### config.mk
export PLATFORM = sky130hd
export DESIGN_NAME = motor_commutation_sequencer
export DESIGN_NICKNAME = d
export VERILOG_FILES = /design/src/rtl/comm_seq_pkg.sv /design/src/rtl/pin_update_stage.sv /design/src/rtl/motor_commutation_sequencer.sv
export SDC_FILE = /design/constraint.sdc
export NUM_CORES = 2
export LEC_CHECK = 0
export CORE_MARGIN = 2
export CORE_UTILIZATION = 40
export DETAILED_ROUTE_END_ITERATION = 10
export DONT_BUFFER_PORTS = 1
export PLACE_DENSITY_LB_ADDON = 0.05
export SYNTH_ARGS = -nofsm -noshare
export SYNTH_HDL_FRONTEND = slang
export SYNTH_SLANG_ARGS = --single-unit
export TNS_END_PERCENT = 10
### constraint.sdc
create_clock -name i_ref_clk -period 15.7 [get_ports i_ref_clk]
set_input_delay 3.14 -clock i_ref_clk [delete_from_list [all_inputs] [get_ports i_ref_clk]]
set_output_delay 3.14 -clock i_ref_clk [all_outputs]
set_load 0.02 [all_outputs]
### src/rtl/comm_seq_pkg.sv
/*
 * shared constants and carrier types for the commutation sequencer:
 * register offsets, field positions, reset values and service timing.
 * assumes a 32-bit avalon-mm slave port with byte addresses.
 */
package comm_seq_pkg;

    // register byte offsets
    localparam logic [7:0] CTRL_OFS = 8'h00;
    localparam logic [7:0] STATE_OFS = 8'h04;
    localparam logic [7:0] ADVANCE_OFS = 8'h08;
    localparam logic [7:0] UPPER_OFS = 8'h0C;
    localparam logic [7:0] LOWER_OFS = 8'h10;
    localparam logic [7:0] PERIOD_OFS = 8'h14;
    localparam logic [7:0] IRQ_STAT_OFS = 8'h18;
    localparam logic [7:0] IRQ_CLR_OFS = 8'h1C;
    localparam logic [7:0] IRQ_EN_OFS = 8'h20;
    localparam logic [7:0] TABLE_OFS = 8'h40;

    // control register field positions
    localparam int HSR_LSB = 0;
    localparam int PINS_LSB = 4;
    localparam int COUNT_LSB = 8;
    localparam int MASTER_LSB = 16;
    localparam int BUSY_BIT = 31;
    // table entry field positions
    localparam int PAT_LSB = 0;
    localparam int SPAN_LSB = 16;

    // values after reset
    localparam logic [2:0] PINS_RST = 3'h6;
    localparam logic [4:0] COUNT_RST = 5'h06;
    localparam logic [3:0] MASTER_RST = 4'h5;
    localparam logic [15:0] PERIOD_RST = 16'h0100;

    // host service request codes
    localparam logic [1:0] HSR_STOP = 2'h1;
    localparam logic [1:0] HSR_FORCE = 2'h2;
    localparam logic [1:0] HSR_MATCH = 2'h3;

    // service timing in clocks
    localparam logic [7:0] SLOT_SWITCH_TIME = 8'h0A;
    localparam logic [7:0] SVC_BASE = 8'h4A;
    localparam logic [7:0] SVC_PER_PIN = 8'h0E;
    localparam logic [15:0] MATCH_LEAD = 16'h0002;

    localparam int TABLE_LEN = 16;

    typedef enum logic [0:0] {
        S_IDLE = 1'b0,
        S_SVC = 1'b1
    } seq_state_t;

    typedef enum logic [1:0] {
        K_FORCE = 2'b00,
        K_HALL = 2'b01,
        K_PERIODIC = 2'b10
    } svc_kind_t;

    typedef struct packed {
        logic [8:0] span;
        logic [6:0] pattern;
    } entry_t;

    typedef struct packed {
        logic valid;
        logic [6:0] pattern;
        logic [3:0] master;
        logic [2:0] pins;
        logic [15:0] match;
    } pin_update_t;

endpackage

### src/rtl/pin_update_stage.sv
/*
 * holds a new output pattern until the base timebase reaches its match
 * value, then drives every slave channel at once.
 * assumes updates come from the sequencer on the same clock.
 */
`timescale 1ns/1ps
`default_nettype none
module pin_update_stage import comm_seq_pkg::*; (
    // clock and reset
    input wire logic i_ref_clk,
    input wire logic i_rst,
    input wire logic i_ce,
    // update request and time
    input wire pin_update_t i_upd,
    input wire logic [15:0] i_timebase,
    // channel pins
    output logic [15:0] o_chan_pins
);
    pin_update_t pend_ff, nxt_pend;
    logic [15:0] pins_ff, nxt_pins;

    // slaves follow the master, wrapping past channel 15 to low numbers
    function automatic logic [15:0] map_pins(input pin_update_t u);
        logic [15:0] m;
        logic [3:0] ch;
        m = 16'h0000;
        for (int k = 0; k < 7; k++) begin
            ch = u.master + 4'(k + 1);
            if (3'(k) < u.pins) begin
                m[ch] = u.pattern[k];
            end
        end
        return m;
    endfunction

    // one common match value moves every pin on the same edge
    always_comb begin
        nxt_pend = pend_ff;
        nxt_pins = pins_ff;
        if (pend_ff.valid && i_timebase == pend_ff.match) begin
            nxt_pins = map_pins(pend_ff);
            nxt_pend.valid = 1'b0;
        end
        if (i_upd.valid) begin
            nxt_pend = i_upd;
        end
    end

    always_ff @(posedge i_ref_clk) begin
        if (i_rst) begin
            pend_ff <= '0;
            pins_ff <= 16'h0000;
        end else if (i_ce) begin
            pend_ff <= nxt_pend;
            pins_ff <= nxt_pins;
        end
    end

    assign o_chan_pins = pins_ff;
endmodule
`default_nettype wire

### src/rtl/motor_commutation_sequencer.sv
/*
 * commutation sequencer: state table, angle advance, periodic match
 * updates, hall link updates, interrupt status and avalon-mm registers.
 * assumes position count and hall link come from logic on i_ref_clk.
 */
// Overview of operation
// - every completed service raises an interrupt request when its channel is enabled
// - per-channel enable bit gates the interrupt request
// - status bit is set on every service even when disabled
// - signed advance shifts state boundaries against the position count
// - each table entry carries its own span in encoder counts
// - slave channels wrap past channel 15 to low numbers
// - a service takes at most 74 clocks plus 14 per pin
// - the service budget includes a 10-clock slot switch
// - hall mode uses sixteen entries indexed by the decoded state
// - state write plus request 2 forces that state's pattern
// - request 3 starts periodic boundary-matching updates
// - advance sign picks upward or downward stepping
`timescale 1ns/1ps
`default_nettype none
module motor_commutation_sequencer import comm_seq_pkg::*; (
    // clock, reset, enable
    input wire logic i_ref_clk,
    input wire logic i_rst,
    input wire logic i_ce,
    // avalon-mm slave
    input wire logic [7:0] i_avs_address,
    input wire logic i_avs_read,
    input wire logic i_avs_write,
    input wire logic [31:0] i_avs_writedata,
    input wire logic [3:0] i_avs_byteenable,
    output logic [31:0] o_avs_readdata,
    output logic o_avs_waitrequest,
    // position and hall decode
    input wire logic [15:0] i_position_count,
    input wire logic i_hall_link,
    input wire logic [3:0] i_hall_state,
    // outputs
    output logic [15:0] o_chan_pins,
    output logic o_irq
);
    logic wait_ff, nxt_wait;
    logic [31:0] rdata_ff, nxt_rdata;
    logic [2:0] pins_ff, nxt_pins;
    logic [4:0] count_ff, nxt_count;
    logic [3:0] master_ff, nxt_master;
    logic [3:0] idx_ff, nxt_idx;
    logic [15:0] adv_ff, nxt_adv;
    logic [15:0] upper_ff, nxt_upper;
    logic [15:0] lower_ff, nxt_lower;
    logic [15:0] period_ff, nxt_period;
    logic [15:0] pcnt_ff, nxt_pcnt;
    logic [15:0] stat_ff, nxt_stat;
    logic [15:0] en_ff, nxt_en;
    logic irq_ff, nxt_irq;
    logic [15:0] tb_ff, nxt_tb;
    entry_t tbl_ff [TABLE_LEN];
    entry_t nxt_tbl [TABLE_LEN];
    seq_state_t fsm_ff, nxt_fsm;
    svc_kind_t kind_ff, nxt_kind;
    logic [7:0] scnt_ff, nxt_scnt;
    logic run_ff, nxt_run;
    logic force_pend_ff, nxt_force_pend;
    logic hall_pend_ff, nxt_hall_pend;
    logic per_pend_ff, nxt_per_pend;
    pin_update_t upd_ff, nxt_upd;
    logic access;
    logic done;
    logic [15:0] adj;
    logic [31:0] wmask;

    // modular position compare: a lies beyond b within half a turn
    function automatic logic beyond(input logic [15:0] a, input logic [15:0] b);
        logic [15:0] d;
        d = a - b;
        return !d[15] && d != 16'h0000;
    endfunction

    function automatic logic [3:0] wrap_inc(input logic [3:0] i, input logic [4:0] n);
        return (5'(i) + 5'd1 >= n) ? 4'h0 : i + 4'h1;
    endfunction

    function automatic logic [3:0] wrap_dec(input logic [3:0] i, input logic [4:0] n);
        return (i == 4'h0) ? 4'(n - 5'd1) : i - 4'h1;
    endfunction

    assign access = (i_avs_read || i_avs_write) && !wait_ff;
    assign done = (fsm_ff == S_SVC) && (scnt_ff == 8'h01);
    assign adj = i_position_count + adv_ff;
    assign wmask = {{8{i_avs_byteenable[3]}}, {8{i_avs_byteenable[2]}},
                    {8{i_avs_byteenable[1]}}, {8{i_avs_byteenable[0]}}};

    // bus slave, registers and service sequencer share one next-state block
    always_comb begin
        logic [31:0] w;
        logic [3:0] ni;
        w = i_avs_writedata & wmask;
        ni = idx_ff;
        nxt_wait = 1'b1;
        nxt_rdata = rdata_ff;
        nxt_pins = pins_ff;
        nxt_count = count_ff;
        nxt_master = master_ff;
        nxt_idx = idx_ff;
        nxt_adv = adv_ff;
        nxt_upper = upper_ff;
        nxt_lower = lower_ff;
        nxt_period = period_ff;
        nxt_pcnt = pcnt_ff;
        nxt_en = en_ff;
        nxt_tbl = tbl_ff;
        nxt_fsm = fsm_ff;
        nxt_kind = kind_ff;
        nxt_scnt = scnt_ff;
        nxt_run = run_ff;
        nxt_force_pend = force_pend_ff;
        nxt_hall_pend = hall_pend_ff;
        nxt_per_pend = per_pend_ff;
        nxt_upd = upd_ff;
        nxt_upd.valid = 1'b0;
        nxt_tb = tb_ff + 16'h0001;
        nxt_stat = stat_ff;
        // one wait cycle, then the access completes
        if ((i_avs_read || i_avs_write) && wait_ff) begin
            nxt_wait = 1'b0;
            nxt_rdata = 32'h0000_0000;
            if (i_avs_address >= TABLE_OFS) begin
                nxt_rdata = 32'(tbl_ff[i_avs_address[5:2]].pattern) << PAT_LSB
                    | 32'(tbl_ff[i_avs_address[5:2]].span) << SPAN_LSB;
            end else begin
                case (i_avs_address)
                    CTRL_OFS: nxt_rdata = 32'(pins_ff) << PINS_LSB
                        | 32'(count_ff) << COUNT_LSB | 32'(master_ff) << MASTER_LSB
                        | 32'(fsm_ff == S_SVC) << BUSY_BIT;
                    STATE_OFS: nxt_rdata = 32'(idx_ff);
                    ADVANCE_OFS: nxt_rdata = 32'(adv_ff);
                    UPPER_OFS: nxt_rdata = 32'(upper_ff);
                    LOWER_OFS: nxt_rdata = 32'(lower_ff);
                    PERIOD_OFS: nxt_rdata = 32'(period_ff);
                    IRQ_STAT_OFS: nxt_rdata = 32'(stat_ff);
                    IRQ_EN_OFS: nxt_rdata = 32'(en_ff);
                    default: nxt_rdata = 32'h0000_0000;
                endcase
            end
        end
        // register writes take effect on the completing edge only
        if (access && i_avs_write) begin
            if (i_avs_address >= TABLE_OFS) begin
                if (i_avs_byteenable[0]) begin
                    nxt_tbl[i_avs_address[5:2]].pattern = w[PAT_LSB +: 7];
                end
                if (i_avs_byteenable[2]) begin
                    nxt_tbl[i_avs_address[5:2]].span = w[SPAN_LSB +: 9];
                end
            end else begin
                case (i_avs_address)
                    CTRL_OFS: begin
                        if (i_avs_byteenable[0]) begin
                            nxt_pins = w[PINS_LSB +: 3];
                            unique case (w[HSR_LSB +: 2])
                                HSR_FORCE: nxt_force_pend = 1'b1;
                                HSR_MATCH: nxt_run = 1'b1;
                                HSR_STOP: nxt_run = 1'b0;
                                default: nxt_run = run_ff;
                            endcase
                        end
                        if (i_avs_byteenable[1]) begin
                            nxt_count = w[COUNT_LSB +: 5];
                        end
                        if (i_avs_byteenable[2]) begin
                            nxt_master = w[MASTER_LSB +: 4];
                        end
                    end
                    STATE_OFS: nxt_idx = (idx_ff & ~wmask[3:0]) | w[3:0];
                    ADVANCE_OFS: nxt_adv = (adv_ff & ~wmask[15:0]) | w[15:0];
                    UPPER_OFS: nxt_upper = (upper_ff & ~wmask[15:0]) | w[15:0];
                    LOWER_OFS: nxt_lower = (lower_ff & ~wmask[15:0]) | w[15:0];
                    PERIOD_OFS: nxt_period = (period_ff & ~wmask[15:0]) | w[15:0];
                    IRQ_CLR_OFS: nxt_stat = stat_ff & ~w[15:0];
                    IRQ_EN_OFS: nxt_en = (en_ff & ~wmask[15:0]) | w[15:0];
                    default: nxt_stat = nxt_stat;
                endcase
            end
        end
        // hall link hands over a decoded state directly
        if (i_hall_link) begin
            nxt_hall_pend = 1'b1;
            nxt_idx = i_hall_state;
        end
        // periodic match timer runs only after the start request
        if (run_ff) begin
            if (pcnt_ff == 16'h0000) begin
                nxt_pcnt = period_ff;
                nxt_per_pend = 1'b1;
            end else begin
                nxt_pcnt = pcnt_ff - 16'h0001;
            end
        end else begin
            nxt_pcnt = period_ff;
            nxt_per_pend = 1'b0;
        end
        unique case (fsm_ff)
            S_IDLE: begin
                if (force_pend_ff || hall_pend_ff || per_pend_ff) begin
                    nxt_fsm = S_SVC;
                    // fixed length: 74-clock base plus 14 clocks of per-pin output work
                    nxt_scnt = SVC_BASE + SVC_PER_PIN * 8'(pins_ff);
                    if (force_pend_ff) begin
                        nxt_kind = K_FORCE;
                        nxt_force_pend = 1'b0;
                    end else if (hall_pend_ff) begin
                        nxt_kind = K_HALL;
                        nxt_hall_pend = 1'b0;
                    end else begin
                        nxt_kind = K_PERIODIC;
                        nxt_per_pend = 1'b0;
                    end
                end
            end
            S_SVC: begin
                nxt_scnt = scnt_ff - 8'h01;
                if (done) begin
                    nxt_fsm = S_IDLE;
                    if (kind_ff == K_PERIODIC) begin
                        if (!adv_ff[15] && beyond(adj, upper_ff)) begin
                            ni = wrap_inc(idx_ff, count_ff);
                            nxt_lower = upper_ff;
                            nxt_upper = upper_ff + 16'(tbl_ff[ni].span);
                        end else if (adv_ff[15] && beyond(lower_ff, adj)) begin
                            ni = wrap_dec(idx_ff, count_ff);
                            nxt_upper = lower_ff;
                            nxt_lower = lower_ff - 16'(tbl_ff[ni].span);
                        end
                        nxt_idx = ni;
                    end
                    nxt_upd.valid = 1'b1;
                    nxt_upd.pattern = tbl_ff[ni].pattern;
                    nxt_upd.master = master_ff;
                    nxt_upd.pins = pins_ff;
                    nxt_upd.match = tb_ff + MATCH_LEAD;
                    // set wins over a same-cycle clear, enabled or not
                    nxt_stat[master_ff] = 1'b1;
                end
            end
        endcase
        nxt_irq = |(nxt_stat & nxt_en);
    end

    always_ff @(posedge i_ref_clk) begin
        if (i_rst) begin
            wait_ff <= 1'b1;
            rdata_ff <= 32'h0000_0000;
            pins_ff <= PINS_RST;
            count_ff <= COUNT_RST;
            master_ff <= MASTER_RST;
            idx_ff <= 4'h0;
            adv_ff <= 16'h0000;
            upper_ff <= 16'h0000;
            lower_ff <= 16'h0000;
            period_ff <= PERIOD_RST;
            pcnt_ff <= PERIOD_RST;
            stat_ff <= 16'h0000;
            en_ff <= 16'h0000;
            irq_ff <= 1'b0;
            tb_ff <= 16'h0000;
            tbl_ff <= '{default: '0};
            fsm_ff <= S_IDLE;
            kind_ff <= K_FORCE;
            scnt_ff <= 8'h00;
            run_ff <= 1'b0;
            force_pend_ff <= 1'b0;
            hall_pend_ff <= 1'b0;
            per_pend_ff <= 1'b0;
            upd_ff <= '0;
        end else if (i_ce) begin
            wait_ff <= nxt_wait;
            rdata_ff <= nxt_rdata;
            pins_ff <= nxt_pins;
            count_ff <= nxt_count;
            master_ff <= nxt_master;
            idx_ff <= nxt_idx;
            adv_ff <= nxt_adv;
            upper_ff <= nxt_upper;
            lower_ff <= nxt_lower;
            period_ff <= nxt_period;
            pcnt_ff <= nxt_pcnt;
            stat_ff <= nxt_stat;
            en_ff <= nxt_en;
            irq_ff <= nxt_irq;
            tb_ff <= nxt_tb;
            tbl_ff <= nxt_tbl;
            fsm_ff <= nxt_fsm;
            kind_ff <= nxt_kind;
            scnt_ff <= nxt_scnt;
            run_ff <= nxt_run;
            force_pend_ff <= nxt_force_pend;
            hall_pend_ff <= nxt_hall_pend;
            per_pend_ff <= nxt_per_pend;
            upd_ff <= nxt_upd;
        end
    end

    assign o_avs_readdata = rdata_ff;
    assign o_avs_waitrequest = wait_ff;
    assign o_irq = irq_ff;

    pin_update_stage u_pins (
        .i_ref_clk(i_ref_clk),
        .i_rst(i_rst),
        .i_ce(i_ce),
        .i_upd(upd_ff),
        .i_timebase(tb_ff),
        .o_chan_pins(o_chan_pins)
    );
endmodule
`default_nettype wire

After elaboration in Yosys (flattened, before gate mapping). Index checks and enable logic that the tools add are counted.

Bits in registers: 527. Input bits: 70. Output and inout bits: 50. Logic and storage cells: 340.

$add $sub $neg: 21. Multipliers: 1. $lt $le $gt $ge: 30. Eq/ne operators: 15. Multiplexer cells: 131. Bitwise gates (word level): 30. Reduce and logical (&&, ||, !) cells: 47.

Operator list (count): two-way mux 256 bit (4); two-way mux 16 bit (46); bitwise mux 256 bit (2); binary-select mux 16 bit (select 4 bit) (4); one-hot mux 32 bit (8 select lines) (1); bitwise AND 16 bit (8); demux 16 bit (select 4 bit) (2); bitwise mux 16 bit (6); bitwise OR 16 bit (6); two-way mux 31 bit (3); two-way mux 4 bit (14); < comparator 4 x 5 -> 1 bit (second input constant) (8); demux 1 bit (select 4 bit) (8); equality test 8 x 5 -> 1 bit (second input constant) (4); >= comparator 4 x 1 -> 1 bit (second input constant) (8); two-way mux 32 bit (1); inverter 16 bit (2); bitwise OR 20 x 32 -> 32 bit (1); nonzero test 16 bit (2); subtractor 16 bit (2); two-way mux 1 bit (31); bitwise AND 25 bit (1); bitwise OR 7 x 25 -> 25 bit (1); two-way mux 7 bit (3); 53 further kinds (107).

Depth between registers and ports, before layout.
Depth in word-level cells: 25. Gate-level depth with buffers: 31. Mapped depth without buffers: 29.

By module. From an unflattened synthesis, not the netlist that was laid out.

Cell total of the unflattened synthesis: 3865. Area, all modules: 33270.7 sq um.

Modules (own cells, without submodules): motor_commutation_sequencer (times used 1, cells each 3290, area each 29228.0 sq um, sequential area each 9489.1 sq um); pin_update_stage (times used 1, cells each 575, area each 4042.6 sq um, sequential area each 940.9 sq um).

Worst setup path before layout. No wires, ideal clock.

Path type: input to register. Start point: in i_position_count[0]. End point: reg upd_ff[29] (netlist name). Library setup time: 124 ps. Data arrival time: 8825 ps. Data required time: 15576 ps. Path slack: 6751 ps. Stages: 31. Buffers on the path: 3. Path through: ha_1 -> fa_1 -> a21o_1 -> a21oi_1 -> o21bai_1 -> a21oi_1 -> o21bai_1 -> a21oi_1 -> o21bai_1 -> a21oi_1 -> o21bai_1 -> a21oi_1 -> o21bai_1 -> a21oi_1 -> xnor2_1 -> ha_1 -> nor3b_1 -> a221o_1 -> a2111oi_0 -> o311ai_0 -> a311oi_1 -> and4_1 -> nor3_1 -> clkbuf_1 -> a221oi_2 -> buf_6 -> buf_6 -> mux2i_1 -> o22ai_1 -> nor4_1 -> a21oi_1.

Longest elaborated chain between the ends: 14. Elaborated cells on any way between the ends: 20. Those cells by class: 3 x add/sub; 8 x mux; 1 x bitwise; 8 x reduce/logical.

Ends and longest elaborated chain: start: declaration (RTL line motor_commutation_sequencer.sv:35) `input wire logic [15:0] i_position_count,`; adder 16 bit * (RTL line motor_commutation_sequencer.sv:89) `assign adj = i_position_count + adv_ff;`; subtractor 16 bit (RTL line motor_commutation_sequencer.sv:75) `d = a - b;`; nonzero test 16 bit / zero test 1 bit (equally long branches) (RTL line motor_commutation_sequencer.sv:76) `return !d[15] && d != 16'h0000;`; logical AND 1 bit (RTL line motor_commutation_sequencer.sv:76); logical AND 1 bit (RTL line motor_commutation_sequencer.sv:229) `end else if (adv_ff[15] && beyond(lower_ff, adj)) begin`; two-way mux 4 bit (RTL line motor_commutation_sequencer.sv:229); two-way mux 4 bit * (RTL line motor_commutation_sequencer.sv:225) `if (!adv_ff[15] && beyond(adj, upper_ff)) begin`; two-way mux 4 bit * (RTL line motor_commutation_sequencer.sv:224) `if (kind_ff == K_PERIODIC) begin`; two-way mux 4 bit * (RTL line motor_commutation_sequencer.sv:222) `if (done) begin`; two-way mux 4 bit * (RTL line motor_commutation_sequencer.sv:202) `unique case (fsm_ff)`; inverter 4 -> 5 bit (not written as such) * (RTL line motor_commutation_sequencer.sv:237) `nxt_upd.pattern = tbl_ff[ni].pattern;`; binary-select mux 16 bit (select 4 bit) * (RTL line motor_commutation_sequencer.sv:237); two-way mux 7 bit (not written as such) * (2 in series) (RTL line motor_commutation_sequencer.sv:237); end signal: assignment (RTL line motor_commutation_sequencer.sv:299) `upd_ff <= nxt_upd;`; end: declaration (RTL line motor_commutation_sequencer.sv:66) `pin_update_t upd_ff, nxt_upd;`.

Every way passes the cells marked *; elsewhere a longest branch is shown, timed or not. The select of a mux whose other input is x is not followed. A chain may end at the register's enable or synchronous reset.

Worst setup path in the final report.
Start point: in i_position_count[0]. End point: reg upd_ff[28] (netlist name).

Same word-level chain as after synthesis.

==> out/qor.yml <==
logic_synthesis:
  synth_edf_count: 0
  synthAdderAreaFrac: 0.0386
  synth_compound_area_frac: 0.194
  syn_area_per_cell_um2: 8.21
  synthTopCellsByCount: "521 x dfxtp_1, 476 x nor2_1, 471 x nand2_1, 355 x a21oi_1, 286 x mux2i_1"
  ys_seq_elements: 521
  yosysWarnings: 0
  synth_top_family_by_area: "simple AND/OR/NAND/NOR gates"
  async_flop_share: 0
  yosys.area.top_type: "dfxtp_1"
  muxShareOfSynthArea: 0.172
  yosys_most_used_dff: "dfxtp_1"
  synth_top_area_share: 0.319
  synthDistinctLibCells: 94
  yosysSeqAreaShare: 0.319
  synth.cell_area_um2: 32700
  yosys.cell_count.top_type: "dfxtp_1"
  synth.area.top_cells: "dfxtp_1 32%, mux2i_1 8.8%, mux4_2 8.0%, nor2_1 5.5%, a21oi_1 5.4%"
  syn_inst: 3982
  yosys.area_share.simple: 0.195
  synthXorXnorAreaFrac: 0.0295
worst_setup_path:
  worstPathMaxFanout: 56
  slowest_stage: "buf_4"
  worstReg2RegEnd: "upd_ff[28]"
  slowest_delay_ns: 0.80
  critical_path.top_delay_family: "compound AO/OA/AOI/OAI gates"
  r2r_slack_ns: 7.62
  path_buf_inv: 2
  worst_path_most_repeated_cell: "a21oi_1"
  required_ns: 16.20
  path_class: "in -> reg"
  end_kind: "flip-flop"
  worst_setup_path_start_kind: "primary input"
  cp.arrival_ns: 10.63
  ff2ff_path_depth: 30
cts:
  post-cts-setup-buffers: 0
  cts_max_level: 2
  holdBufCountCts: 0
  cts_made_buffers: 61
  path_clk_slew_ns: 0.06
  clock-sinks: 521
  tritoncts: "built"
  clkLatencyLatePin_ns: 0.65
  cts_resized: 0
  root_buffer: "clkbuf_16"
  cts_buffer_depth: 3
floorplan:
  die_w_um: 290
  die_h_um: 290
  core.rowCount: 104
  fp.dieArea_um2: 84100
  initial_core_util: 0.405
  ioPinCount: 120
  fp.coreArea_um2: 80700
layout:
  antenna_cells: 0
  syn_to_final_growth_pct: 8.24
  final_area_um2: 35400
  drive_above_1_share: 0.0873
  nNetsFinal: 3933
routing:
  wl_per_cell_um: 25.1
  viasPerCell: 6.21
  drtIter0Drc: 3289
  wl_um: 122000
  drc: 0
  ant_nets: 0
  drt_first_pass_iters: 6
  via_count: 30297
placement:
  port_buffers: 0
  dp_hpwl_um: 82600
  gp_congestion: 0.886
  place_area_um2: 33200
  pre_cts_ws_ns: 5.06
sta:
  fin_worst_skew_ns: 0.0196
  fin_setup_tns_ns: 0
  finalMaxSlewViolations: 0
  fin_ws_ns: 5.57
  period_minus_slack_ns: 10.13
  hold_ws_ns: 0.447
  max_slew_margin: 0.154
  fin_crit_sh: 0.645
  worstMarginPinSlew_ns: 1.26
  finalSetupViolCount: 0
  fmax_ghz: 0.0987
  rsz0062_at_grt: "no"
  finalHoldViolCount: 0
hold_path:
  min_path_type: "reg -> reg"
  hold_start: "upd_ff[10]"
  whs_path_depth: 2
  worst_hold_path.endpoint: "u_pins.pend_ff[10]"
outcome:
  status: "finished, final reports clean"
pwr:
  comb_power_share: 0.106
  finalPower_w: 0.00325
  leakage_nw: 12.5
  power_frac_clock: 0.480
  p_int_w: 0.00240
  vdd_drop_max_mv: 0.0866
  p_per_area_nw_per_um2: 91.8
  pwr-share-seq: 0.414
  p_sw_frac: 0.261
  switching_power_w: 0.000848
grt:
  grt_pass1_vias: 28705
  grt_pass1_wl_um: 185000
  grt.overflow.total: 0
  gr-usage-all-layers: 0.282
  antenna_found_initial: 5
  grt_start_max_net_pins: 522
job:
  cap_viol_max_count: 0
-- state kept, by name, indices dropped and copies added, names as in the netlist, 2 cells and up, named ones only --
name                count
u_pins.o_chan_pins     16
kind_ff                 2
tb_ff                  16
lower_ff               16
u_pins.pend_ff         31
pins_ff                 3
upper_ff               16
master_ff               4
idx_ff                  4
upd_ff                 31
en_ff                  16
count_ff                5
scnt_ff                 8
tbl_ff                256
stat_ff                16
o_avs_readdata         26
pcnt_ff                16
-- through the flow --
stage | instances | utilization
floorplan | 3987 | -
global placement | 4764 | 0.412
detailed placement | 4764 | 0.412
CTS | 4876 | 0.439
global route | 4876 | 0.439
finish | 4876 | 0.439
-- cell type report --
cell class | instances | area, µm²
Clock buffer | 86 | 1770
Clock inverter | 26 | 410
Fill cell | 8089 | 45300
Inverter | 91 | 342
Multi-Input combinational cell | 3042 | 20700
Sequential cell | 521 | 10400
Tap cell | 1060 | 1330
Timing Repair Buffer | 50 | 375
-- power groups by stage --
stage          clock network, W  registers [W]  logic (W)
2_1_floorplan                 0        0.00137   0.000284
3_3_place_gp                  0        0.00137   0.000333
3_5_place_dp                  0        0.00137   0.000336
4_1_cts                 0.00159        0.00135   0.000338
5_1_grt                 0.00164        0.00135   0.000368
6_report                0.00156        0.00135   0.000344
-- worst max path at each step --
stage	to	slack [ns]	start	depth (start not counted)
after floorplan	upd_ff[29]	6.75	i_position_count[0]	31
after global placement	upd_ff[28]	5.06	i_position_count[0]	30
after detailed placement	upd_ff[28]	5.06	i_position_count[0]	30
after CTS	upd_ff[28]	5.67	i_position_count[0]	30
after global routing	upd_ff[28]	5.03	i_position_count[0]	30
final	upd_ff[28]	5.57	i_position_count[0]	30
-- cells in the final DEF (no fill, tap or decap), types with 61 or more instances in the layout --
| cell | count |
|---|---|
| a21oi_1 | 353 |
| nand2_1 | 471 |
| ha_1 | 87 |
| mux2i_1 | 286 |
| o21ai_0 | 119 |
| nand3_1 | 189 |
| inv_1 | 90 |
| nor2_1 | 472 |
| mux4_2 | 116 |
| dfxtp_1 | 520 |
| clkbuf_16 | 61 |
| a22oi_1 | 72 |
| a211oi_1 | 107 |
-- layer usage --
metal  vias to the layer above  wire length (µm)  track usage
met1                     14827             54900        0.400
met3                       175             10700       0.0600
met4                         8              2610       0.0694
met5                         -                56            0
met2                      1281             53900        0.436
li1                      14006                 -            -
-- cell families after synthesis --
logic type               Yosys count
flip-flops                       521
multiplexers                     416
buffers and inverters            424
AO/OA/AOI/OAI                    978
XOR/XNOR                         110
adder cells (fa/ha/maj)           96
other                              1
AND/OR/NAND/NOR                 1436
-- worst register-to-register path, delay by kind of cell (launching register included) --
| family | cells | cell delay (ns) |
|---|---|---|
| and+or+nand+nor | 4 | 0.90 |
| DFF | 1 | 0.39 |
| xor gates and xnor gates | 1 | 0.19 |
| muxes | 1 | 0.35 |
| AOI/OAI and AO/OA | 19 | 3.94 |
| buffers and inverters | 2 | 1.11 |
| adders and majority gates | 3 | 1.02 |
No activity file was read; power rests on OpenSTA's default activity.
